[config.mk]
export PLATFORM = sky130hd
export DESIGN_NAME = interval_trigger_timer
export DESIGN_NICKNAME = d
export VERILOG_FILES = /design/src/trigger_noise_filter.v /design/src/interval_trigger_timer.v
export VERILOG_INCLUDE_DIRS = /design/src
export SDC_FILE = /design/constraint.sdc
export NUM_CORES = 1
export LEC_CHECK = 0
export BUFFER_PORTS_ARGS = -buffer_cell sky130_fd_sc_hd__buf_2
export CORE_ASPECT_RATIO = 2
export CORE_MARGIN = 2
export CORE_UTILIZATION = 52
export CTS_CLUSTER_SIZE = 20
export DETAILED_ROUTE_END_ITERATION = 8
export GPL_ROUTABILITY_DRIVEN = 0
export HOLD_SLACK_MARGIN = 0.1
export PLACE_DENSITY = 0.74
export SLEW_MARGIN = 25
export SYNTH_ARGS = -nofsm -noshare
export SYNTH_HDL_FRONTEND = slang
export SYNTH_SLANG_ARGS = --single-unit
export TNS_END_PERCENT = 100
[constraint.sdc]
create_clock -name I_CLK_SYS -period 3.1 [get_ports I_CLK_SYS]
set_clock_uncertainty 0.05 [all_clocks]
set_input_delay 0.62 -clock I_CLK_SYS [delete_from_list [all_inputs] [get_ports I_CLK_SYS]]
set_output_delay 0.62 -clock I_CLK_SYS [all_outputs]
set_load 0.005 [all_outputs]
[src/interval_timer_map.vh]
// register map, field positions, reset values and timing counts of the interval timer
`ifndef INTERVAL_TIMER_MAP_VH
`define INTERVAL_TIMER_MAP_VH

`define OFS_TIMER_CONTROL 8'h00
`define OFS_COMPARE_A_LOW 8'h04
`define OFS_COMPARE_A_HIGH 8'h08
`define OFS_COMPARE_A 8'h0c
`define OFS_CAPTURE_B 8'h10
`define OFS_STATUS 8'h14
`define OFS_COUNT 8'h18

`define CTRL_MODE_LSB 0
`define CTRL_START_LSB 2
`define CTRL_CLKSEL_LSB 4
`define CTRL_ACAP_BIT 6
`define CTRL_TRIG_STOP_BIT 7
`define CTRL_DIV_TAP_BIT 8
`define CTRL_LOW_SPEED_BIT 9
`define CTRL_WIDTH 10
`define CTRL_RESET 10'h000

`define START_STOP 2'h0
`define START_COMMAND 2'h1
`define START_RISING 2'h2
`define START_FALLING 2'h3

`define MODE_TIMER 2'h0

`define CLKSEL_DIV11 2'h0
`define CLKSEL_DIV7 2'h1
`define CLKSEL_DIV3 2'h2
`define CLKSEL_PIN 2'h3

`define COMPARE_RESET 16'hffff
`define CAPTURE_RESET 16'h0000

// noise rejection in units of 1/fc; the system clock is fc itself
`define NOISE_REJECT_FC 4
`define SYS_CYCLES_PER_FC 1
`define NOISE_REJECT_CYC (`NOISE_REJECT_FC * `SYS_CYCLES_PER_FC)

`endif

[src/trigger_noise_filter.v]
// noise rejection filter for the trigger input pin
`timescale 1ns/10ps
module trigger_noise_filter #(
    parameter REJECT = 4,
    parameter CW = 4
) (
    input wire i_clk,
    input wire i_rst,
    input wire i_raw,
    input wire i_bypass,
    output wire o_filtered
);
    reg filt_reg;
    reg [CW-1:0] cnt_reg;

    assign o_filtered = filt_reg;

    // level must differ for REJECT+1 cycles before it is accepted
    always @(posedge i_clk) begin
        if (i_rst) begin
            filt_reg <= 1'b0;
            cnt_reg <= {CW{1'b0}};
        end else if (i_bypass) begin
            filt_reg <= i_raw;
            cnt_reg <= {CW{1'b0}};
        end else if (i_raw == filt_reg) begin
            cnt_reg <= {CW{1'b0}};
        end else if (cnt_reg == REJECT[CW-1:0]) begin
            filt_reg <= i_raw;
            cnt_reg <= {CW{1'b0}};
        end else begin
            cnt_reg <= cnt_reg + {{(CW-1){1'b0}}, 1'b1};
        end
    end
endmodule // trigger_noise_filter

[src/interval_trigger_timer.v]
// interval and external trigger timer with ahb-lite register slave
// Behaviour
// - timer mode counts every source clock tick, ignoring the trigger pin.
// - timer mode match with compare A raises interrupt, clears counter, keeps counting.
// - auto-capture enabled copies counter into capture B on each source tick.
// - trigger mode holds counter until trigger edge, then counts source ticks.
// - start field picks rising or falling trigger edge.
// - trigger mode match clears and halts counter and raises interrupt.
// - with stop select, opposite edge before match clears and halts, no interrupt.
// - with stop select, halted counter restarts at next trigger edge.
// - without stop select, opposite edges do nothing.
// - without stop select, trigger edge while counting is ignored.
// - normal clock: trigger pulses of 4/fc or shorter are rejected.
// - low-speed mode bypasses the filter; source holds level one machine cycle.
// - clock select: fc/2^11 or fs/2^3, fc/2^7, fc/2^3, or pin clock.
// - compare A takes low then high byte, applied at next source tick.
//
// Chosen here: the AHB-Lite interface to the registers and the address map.
`timescale 1ns/10ps
`include "interval_timer_map.vh"
module interval_trigger_timer #(
    parameter W = 16
) (
    input wire I_CLK_SYS,
    input wire I_RST,
    input wire I_HSEL,
    input wire [31:0] I_HADDR,
    input wire [1:0] I_HTRANS,
    input wire I_HWRITE,
    input wire [2:0] I_HSIZE,
    input wire [31:0] I_HWDATA,
    input wire I_HREADY,
    output wire [31:0] O_HRDATA,
    output wire O_HREADYOUT,
    output wire O_HRESP,
    input wire I_TRIGGER_INPUT_PIN,
    input wire I_LOW_CLK_TICK,
    output wire O_MATCH_INTERRUPT
);
    // bus state
    reg [7:0] addr_reg;
    reg dphase_wr_reg;
    reg dphase_rd_reg;
    reg rd_ready_reg;
    reg [31:0] hrdata_reg;
    reg [31:0] rd_mux;

    // registers
    reg [`CTRL_WIDTH-1:0] ctrl_reg;
    reg [7:0] stage_low_reg;
    reg [7:0] stage_high_reg;
    reg pending_reg;
    reg [W-1:0] compare_a_reg;
    reg [W-1:0] capture_b_reg;

    // timer state
    reg [W-1:0] count_reg;
    reg running_reg;
    reg irq_reg;
    reg [10:0] div_reg;
    reg [2:0] fs_div_reg;
    reg sync1_reg;
    reg sync2_reg;
    reg prev_reg;
    reg tick;

    wire filtered;
    wire addr_take;
    wire wr_now;
    wire [1:0] mode = ctrl_reg[`CTRL_MODE_LSB+1:`CTRL_MODE_LSB];
    wire [1:0] start = ctrl_reg[`CTRL_START_LSB+1:`CTRL_START_LSB];
    wire [1:0] clksel = ctrl_reg[`CTRL_CLKSEL_LSB+1:`CTRL_CLKSEL_LSB];
    wire acap = ctrl_reg[`CTRL_ACAP_BIT];
    wire trig_stop = ctrl_reg[`CTRL_TRIG_STOP_BIT];
    wire div_tap = ctrl_reg[`CTRL_DIV_TAP_BIT];
    wire low_speed = ctrl_reg[`CTRL_LOW_SPEED_BIT];
    wire pin_rise = sync2_reg & ~prev_reg;
    wire pin_fall = ~sync2_reg & prev_reg;
    wire trig_edge;
    wire opp_edge;
    wire fs_tick;
    wire match;
    wire active;

    // ahb-lite slave: writes zero wait, reads one wait state
    assign O_HREADYOUT = ~(dphase_rd_reg & ~rd_ready_reg);
    assign O_HRESP = 1'b0;
    assign O_HRDATA = hrdata_reg;
    assign O_MATCH_INTERRUPT = irq_reg;
    assign addr_take = I_HSEL & I_HTRANS[1] & I_HREADY;
    assign wr_now = dphase_wr_reg;

    always @(posedge I_CLK_SYS) begin
        if (I_RST) begin
            addr_reg <= 8'h00;
            dphase_wr_reg <= 1'b0;
            dphase_rd_reg <= 1'b0;
            rd_ready_reg <= 1'b0;
            hrdata_reg <= 32'h00000000;
        end else begin
            if (dphase_rd_reg & ~rd_ready_reg) begin
                // read sampled in data phase so a preceding write is visible
                hrdata_reg <= rd_mux;
                rd_ready_reg <= 1'b1;
            end else if (addr_take) begin
                addr_reg <= {I_HADDR[7:2], 2'b00};
                dphase_wr_reg <= I_HWRITE;
                dphase_rd_reg <= ~I_HWRITE;
                rd_ready_reg <= 1'b0;
            end else if (I_HREADY) begin
                dphase_wr_reg <= 1'b0;
                dphase_rd_reg <= 1'b0;
                rd_ready_reg <= 1'b0;
            end
        end
    end

    always @* begin
        rd_mux = 32'h00000000;
        case (addr_reg)
            `OFS_TIMER_CONTROL: rd_mux = {{(32-`CTRL_WIDTH){1'b0}}, ctrl_reg};
            `OFS_COMPARE_A_LOW: rd_mux = {24'h000000, stage_low_reg};
            `OFS_COMPARE_A_HIGH: rd_mux = {24'h000000, stage_high_reg};
            `OFS_COMPARE_A: rd_mux = {{(32-W){1'b0}}, compare_a_reg};
            `OFS_CAPTURE_B: rd_mux = {{(32-W){1'b0}}, capture_b_reg};
            `OFS_STATUS: rd_mux = {29'h00000000, sync2_reg, pending_reg, running_reg};
            `OFS_COUNT: rd_mux = {{(32-W){1'b0}}, count_reg};
            default: rd_mux = 32'h00000000;
        endcase
    end

    // writable registers; compare A staged through two byte registers
    always @(posedge I_CLK_SYS) begin
        if (I_RST) begin
            ctrl_reg <= `CTRL_RESET;
            stage_low_reg <= 8'h00;
            stage_high_reg <= 8'h00;
            pending_reg <= 1'b0;
            compare_a_reg <= `COMPARE_RESET;
        end else begin
            if (tick & pending_reg) begin
                compare_a_reg <= {stage_high_reg, stage_low_reg};
                pending_reg <= 1'b0;
            end
            if (wr_now) begin
                case (addr_reg)
                    `OFS_TIMER_CONTROL: ctrl_reg <= I_HWDATA[`CTRL_WIDTH-1:0];
                    `OFS_COMPARE_A_LOW: stage_low_reg <= I_HWDATA[7:0];
                    `OFS_COMPARE_A_HIGH: begin
                        stage_high_reg <= I_HWDATA[7:0];
                        // a new high write beats the apply in the same cycle
                        pending_reg <= 1'b1;
                    end
                    default: begin
                    end
                endcase
            end
        end
    end

    // noise filter, bypassed in low-speed operation
    trigger_noise_filter #(
        .REJECT(`NOISE_REJECT_CYC),
        .CW(4)
    ) u_filter (
        .i_clk(I_CLK_SYS),
        .i_rst(I_RST),
        .i_raw(I_TRIGGER_INPUT_PIN),
        .i_bypass(low_speed),
        .o_filtered(filtered)
    );

    // synchroniser and edge sampler after the filter
    always @(posedge I_CLK_SYS) begin
        if (I_RST) begin
            sync1_reg <= 1'b0;
            sync2_reg <= 1'b0;
            prev_reg <= 1'b0;
        end else begin
            sync1_reg <= filtered;
            sync2_reg <= sync1_reg;
            prev_reg <= sync2_reg;
        end
    end

    assign trig_edge = (start == `START_RISING) ? pin_rise : pin_fall;
    assign opp_edge = (start == `START_RISING) ? pin_fall : pin_rise;

    // source clock prescaler, always running
    always @(posedge I_CLK_SYS) begin
        if (I_RST) begin
            div_reg <= 11'h000;
            fs_div_reg <= 3'h0;
        end else begin
            div_reg <= div_reg + 11'h001;
            if (I_LOW_CLK_TICK) begin
                fs_div_reg <= fs_div_reg + 3'h1;
            end
        end
    end

    assign fs_tick = I_LOW_CLK_TICK & (fs_div_reg == 3'h7);

    always @* begin
        tick = 1'b0;
        case (clksel)
            `CLKSEL_DIV11: tick = (div_tap | low_speed) ? fs_tick : (div_reg == 11'h7ff);
            `CLKSEL_DIV7: tick = ~low_speed & (div_reg[6:0] == 7'h7f);
            `CLKSEL_DIV3: tick = ~low_speed & (div_reg[2:0] == 3'h7);
            `CLKSEL_PIN: tick = pin_rise;
            default: tick = 1'b0;
        endcase
    end

    assign match = (count_reg == compare_a_reg);
    assign active = (mode == `MODE_TIMER) & (start != `START_STOP);

    // counter; only timer and external trigger behaviour is built
    always @(posedge I_CLK_SYS) begin
        if (I_RST) begin
            count_reg <= {W{1'b0}};
            running_reg <= 1'b0;
            irq_reg <= 1'b0;
        end else begin
            irq_reg <= 1'b0;
            if (~active) begin
                count_reg <= {W{1'b0}};
                running_reg <= 1'b0;
            end else if (start == `START_COMMAND) begin
                running_reg <= 1'b1;
                if (tick) begin
                    if (match) begin
                        count_reg <= {W{1'b0}};
                        irq_reg <= 1'b1;
                    end else begin
                        count_reg <= count_reg + {{(W-1){1'b0}}, 1'b1};
                    end
                end
            end else if (~running_reg) begin
                // halted: wait for the trigger edge, count held at zero
                if (trig_edge) begin
                    running_reg <= 1'b1;
                end
            end else if (trig_stop & opp_edge) begin
                count_reg <= {W{1'b0}};
                running_reg <= 1'b0;
            end else if (tick) begin
                // trigger edges while counting fall through unused
                if (match) begin
                    count_reg <= {W{1'b0}};
                    running_reg <= 1'b0;
                    irq_reg <= 1'b1;
                end else begin
                    count_reg <= count_reg + {{(W-1){1'b0}}, 1'b1};
                end
            end
        end
    end

    // capture of the pre-tick count; stale once stopped or disabled
    always @(posedge I_CLK_SYS) begin
        if (I_RST) begin
            capture_b_reg <= `CAPTURE_RESET;
        end else if (active & acap & tick) begin
            capture_b_reg <= count_reg;
        end
    end
endmodule // interval_trigger_timer

======== Yosys cells after proc, flatten, opt, wreduce, memory -nomap -nowiden ========
Index checks and enable logic that the tools add are counted.
storage, ports and cells
  register bits ........................... 140
  bits of input ports ..................... 76
  output and inout port bits .............. 35
operators by class
  add/subtract/negate cells ............... 4
  equality and inequality tests ........... 19
  reduce and logical (&&, ||, !) cells .... 16
  mux-type cells .......................... 32
  bitwise operators ....................... 21
operators by type and width
  operator                 count
  $pmux W16 S7             1
  $mux W16                 5
  $mux W1                  25
  $eq A6 B3 Y1 const B     3
  $add A16 B1 Y16 const B  1
  $eq A16 B16 Y1           1
  $and A1 B1 Y1            13
  $eq A6 B2 Y1 const B     2
  $reduce_and A2 Y1        6
  $add A11 B1 Y11 const B  1
  $eq A11 B11 Y1 const B   1
  $logic_not A8 Y1         1
  $reduce_bool A2 Y1       4
  $eq A7 B7 Y1 const B     1
  $not A1 Y1               7
  $eq A2 B2 Y1 const B     3
  $eq A3 B3 Y1 const B     2
  $eq A6 B1 Y1 const B     1
  $add A4 B1 Y4 const B    1
  $eq A2 B1 Y1 const B     2
  $eq A4 B3 Y1 const B     1
  $logic_not A2 Y1         2
  $pmux W1 S4              1
  $reduce_or A4 Y1         1
  other kinds (6)          6

======== Depth between registers and ports, before layout ========
  depth after elaboration ................. 8
  mapped depth ............................ 10

======== Modules after synthesis ========
A second synthesis with hierarchy kept.
unflattened totals
  cell total of the unflattened synthesis .. 714
  area total of the unflattened synthesis .. 5,994.5 um2
modules (own cells, without submodules)
  module                  times used  area each (um2)  cells an instance  seq. area each (um2)
  interval_trigger_timer  1           5,760.5          690                2,382.3
  trigger_noise_filter    1           234.0            24                 100.1

======== Worst setup path after synthesis ========
Ideal clock, no wire load.
  path type ............................... register to register
  start point ............................. reg ctrl_reg[4]
  end point ............................... reg capture_b_reg[6]
  slack ................................... 0.875 ns
  data required time ...................... 2.922 ns
  buffers on the path ..................... 2
  arrival time ............................ 2.047 ns
  setup time .............................. 0.128 ns
  clock period less this slack ............ 2.225 ns
  stages on the path, launching flop included .. 11
  path through ............................ dfxtp_1 > inv_1 > ha_1 > nor2b_1 > a32o_1 > o32a_1 > and3_1 > buf_6 > buf_6 > mux2i_1 > nor2_1
on the way
  longest elaborated chain between the ends .. 3
RTL lines
  element                               line                          source
  from (decl)                           interval_trigger_timer.v:49   reg [`CTRL_WIDTH-1:0] ctrl_reg;
  from (signal assigned)                interval_trigger_timer.v:135  ctrl_reg <= `CTRL_RESET;
  from (signal assigned)                interval_trigger_timer.v:147  `OFS_TIMER_CONTROL: ctrl_reg <= I_HWDATA[`CTRL_WIDTH-1:0];
  $eq A2 B2 Y1 (tied with other cells)  interval_trigger_timer.v:206  case (clksel)
  $pmux W1 S4 (*)                       interval_trigger_timer.v:206
  $and A1 B1 Y1 (*)                     interval_trigger_timer.v:264  end else if (active & acap & tick) begin
  to (signal assigned)                  interval_trigger_timer.v:263  capture_b_reg <= `CAPTURE_RESET;
  to (signal assigned)                  interval_trigger_timer.v:265  capture_b_reg <= count_reg;
  to (decl)                             interval_trigger_timer.v:54   reg [W-1:0] capture_b_reg;
Mark *: on every way between the ends. The rest lies on a longest branch, timed or not.
A chain may end at the register's enable or synchronous reset.

======== Final worst setup path ========
  start point ............................. reg ctrl_reg[5]
  end point ............................... reg capture_b_reg[6]
The elaborated chain is that of the path after synthesis.

==> key figures <==
STA
  • Hold_ws: 0.398 ns
  • Slew Limit Fails: 0
  • Final hold viol count: 0
  • Slew @ Worst Pin: 1.02 ns
  • Headroom to the max-slew limit: 32.3%
  • Final setup TNS: 0 ns
  • RSZ-0062 raised after global routing: false
  • Final period utilization: 92.3%
  • Tmin final: 2.86 ns
  • Final setup viols: 0
  • F_max: 349 MHz

Yosys
  • XOR/XNOR share of the synthesized area: 4.15%
  • Most frequent cell after synthesis: dfxtp_1
  • Post-synthesis mux area share: 3.73%
  • Post-synthesis compound-gate area fraction: 16.8%
  • Top cells by area, synth: dfxtp_1, nand2_1, a21oi_1
  • Avg Synthesized Cell Area: 8.38 sq um
  • Netlist cell types: 61
  • Post-Syn Area: 0.00591 sq mm
  • EDFF count, synth: 0
  • Most common flop cell mapped by yosys: dfxtp_1
  • Post-Synth Adder-Cell Area: 2.12%
  • Cell taking the most area after synthesis: dfxtp_1
  • Mapped Cells: 705
  • Ys Warns: 0
  • Top cells by count, synth: dfxtp_1, nand2_1, nor2_1
  • FFs w/ async S/R, synth: 0%
  • Combinational family with the most area after synthesis: simple AND/OR/NAND/NOR gates
  • Synth Area in Simple Gates: 24.3%
  • Synth Register Bits: 124
  • Sequential area share after synthesis: 42.0%
  • Yosys top cell area share: 42.0%

Pwr
  • Design internal power: 0.00302 W
  • Maximum vdd drop: 0.445 mV
  • Leak: 2.45 nW
  • Sw Pwr: 0.000851 W
  • P per Cell Area: 574 mW/mm^2
  • Power share of the clock group: 54.4%
  • Switching Share: 22.0%
  • Seq pwr share: 41.9%
  • Logic pwr share: 3.6%

Clock tree
  • Cts hold-fix bufs: 0
  • CTS Buf Count: 17
  • CTS resizes: 0
  • # clock sinks: 124
  • Worst-Skew Late Latency: 0.42 ns
  • Setup bufs post-CTS: 0
  • Clock tree from TritonCTS: done
  • CTS H-tree lvls: 4
  • CTS Root Cell: clkbuf_16
  • Maximum clock insertion buffer count: 2
  • Clock-pin slew on the worst setup and hold paths: 0.05 ns

Finish
  • Layout cell share with drive strength beyond 1: 13.9%
  • Nets: 821
  • Finished Core Util: 60.2%
  • Antenna Cells: 0
  • Fill count: 971
  • Post-route insts no fill: 890
  • Synth-to-layout area growth: 14.3%

Min path
  • Worst Hold Class: input port to register
  • Hold_sp: I_HADDR[2]
  • WHS Endpoint: addr_reg[2]
  • Worst Hold Depth: 3

Critical path
  • R2R depth: 8
  • R2R Setup Slk: 0.24 ns
  • CP max FO: 16
  • R2R Path End: capture_b_reg[6]
  • Reg2reg start: ctrl_reg[5]
  • Element type at the critical path start: register
  • Critical path arrival: 3.07 ns
  • CP Capture Type: register
  • Critical Path RT: 3.31 ns
  • Critical path type: register to register

Floorplanning
  • Ports: 111
  • Die area: 0.0123 sq mm
  • Num rows: 55
  • Core area: 0.0112 sq mm
  • Die Y: 155 microns
  • Initial core utilization: 52.7%
  • Chip width: 79.4 microns

Placed design
  • Placed cell count: 858
  • Post-detail-place hpwl: 11.5 mm
  • I/O Buffers: 41

Global routing
  • Initial antenna violation count: 0
  • First-pass GRT wire length: 26.2 mm
  • Largest net degree at the start of global routing: 104
  • Total gr overflow: 0
  • Total track usage: 27.4%
  • Vias in the first global route: 5413

Detailed routing
  • Vias/cell: 6.05
  • WL per Instance: 17.8 microns
  • Iter 0 DRT Violations: 475
  • DRT antenna net count: 0
  • DR vias: 5382
  • DRC viols: 0
  • Drt pass-1 iters: 6
  • Final wirelength: 15.9 mm

Flow run
  • Max-capacitance violation count: 0

Status
  • Status: complete, no violations
==> cell type report <==
type	instances	area (sq um)	area share [%]
multi-input cells	524	3080	45.7
flip-flops and latches	124	2480	36.8
clock buffers	19	443	6.56
repair buffers	59	340	5.04
clock inverters	13	190	2.82
well taps	142	178	2.63
inverters	9	33.8	0.501
==> worst max path at each step <==
stage	start	endpoint	slack, ns	cells past startpoint
2_1_floorplan	ctrl_reg[4]	capture_b_reg[6]	0.88	10
3_3_place_gp	ctrl_reg[4]	capture_b_reg[4]	0.42	8
3_5_place_dp	ctrl_reg[5]	capture_b_reg[6]	0.33	8
4_1_cts	ctrl_reg[5]	capture_b_reg[6]	0.28	8
5_1_grt	ctrl_reg[5]	capture_b_reg[14]	0.05	8
6_report	ctrl_reg[5]	capture_b_reg[6]	0.24	8
==> placed cells by master, fill, tap and decap left out, types with 3 or more instances in the layout <==
cell	n
xnor2_1	24
o21ai_0	13
buf_4	18
nand2_1	100
ha_1	10
a21oi_1	61
nor2b_1	10
xor2_1	4
clkbuf_16	17
or4_1	3
mux2i_1	22
a22oi_1	27
nand3_1	39
nor3_1	6
dfxtp_1	124
inv_1	9
nand2b_1	7
nor2_1	77
conb_1	17
bufinv_16	4
a31oi_1	23
nand4_1	6
a222oi_1	9
nand3b_1	17
nor2_4	3
clkinvlp_4	4
buf_2	41
and3_1	7
==> routing by layer <==
metal | part of all wire (%) | track usage, %
met1 | 33 | 26.5
met5 | 0 | 0
met2 | 52 | 48.1
met3 | 6.0 | 5.72
met4 | 8.8 | 22.7
==> per-stage QoR <==
| stage | total power [W] | setup WS [ns] | cell area (sq um) |
|---|---|---|---|
| after CTS | 0.00389 | 0.275 | 6750 |
| after floorplan | 0.00177 | 0.875 | 5970 |
| after global routing | 0.00398 | 0.0534 | 6750 |
| after global placement | 0.00179 | 0.415 | 6120 |
| after detailed placement | 0.00180 | 0.328 | 6120 |
| final | 0.00388 | 0.238 | 6750 |
==> cells by family (layout without fill, tap and decap cells) <==
family | after synthesis | after routing
compound gates | 153 | 153
xor+xnor | 28 | 28
fa+ha+maj | 10 | 10
buf+inv | 73 | 100
flops | 124 | 124
mux | 22 | 22
other cells | 1 | 17
simple gates | 294 | 294
==> worst max-delay path, stage by stage (launching register included) <==
cell	delay [ns]
dfxtp_1	0.45
inv_1	0.07
ha_1	0.30
nand4bb_1	0.10
nor3_1	0.31
o32a_1	0.24
and3_1	0.83
mux2i_1	0.29
nor2_1	0.06
==> power by group through the flow <==
stage,clock [W],combinational [W],sequential (W)
final,0.00211,0.000140,0.00163
after global routing,0.00219,0.000155,0.00163
after CTS,0.00213,0.000139,0.00163
after detailed placement,0,0.000138,0.00166
after global placement,0,0.000132,0.00166
after floorplan,0,0.000114,0.00165
No activity file was read; power rests on OpenSTA's default activity.
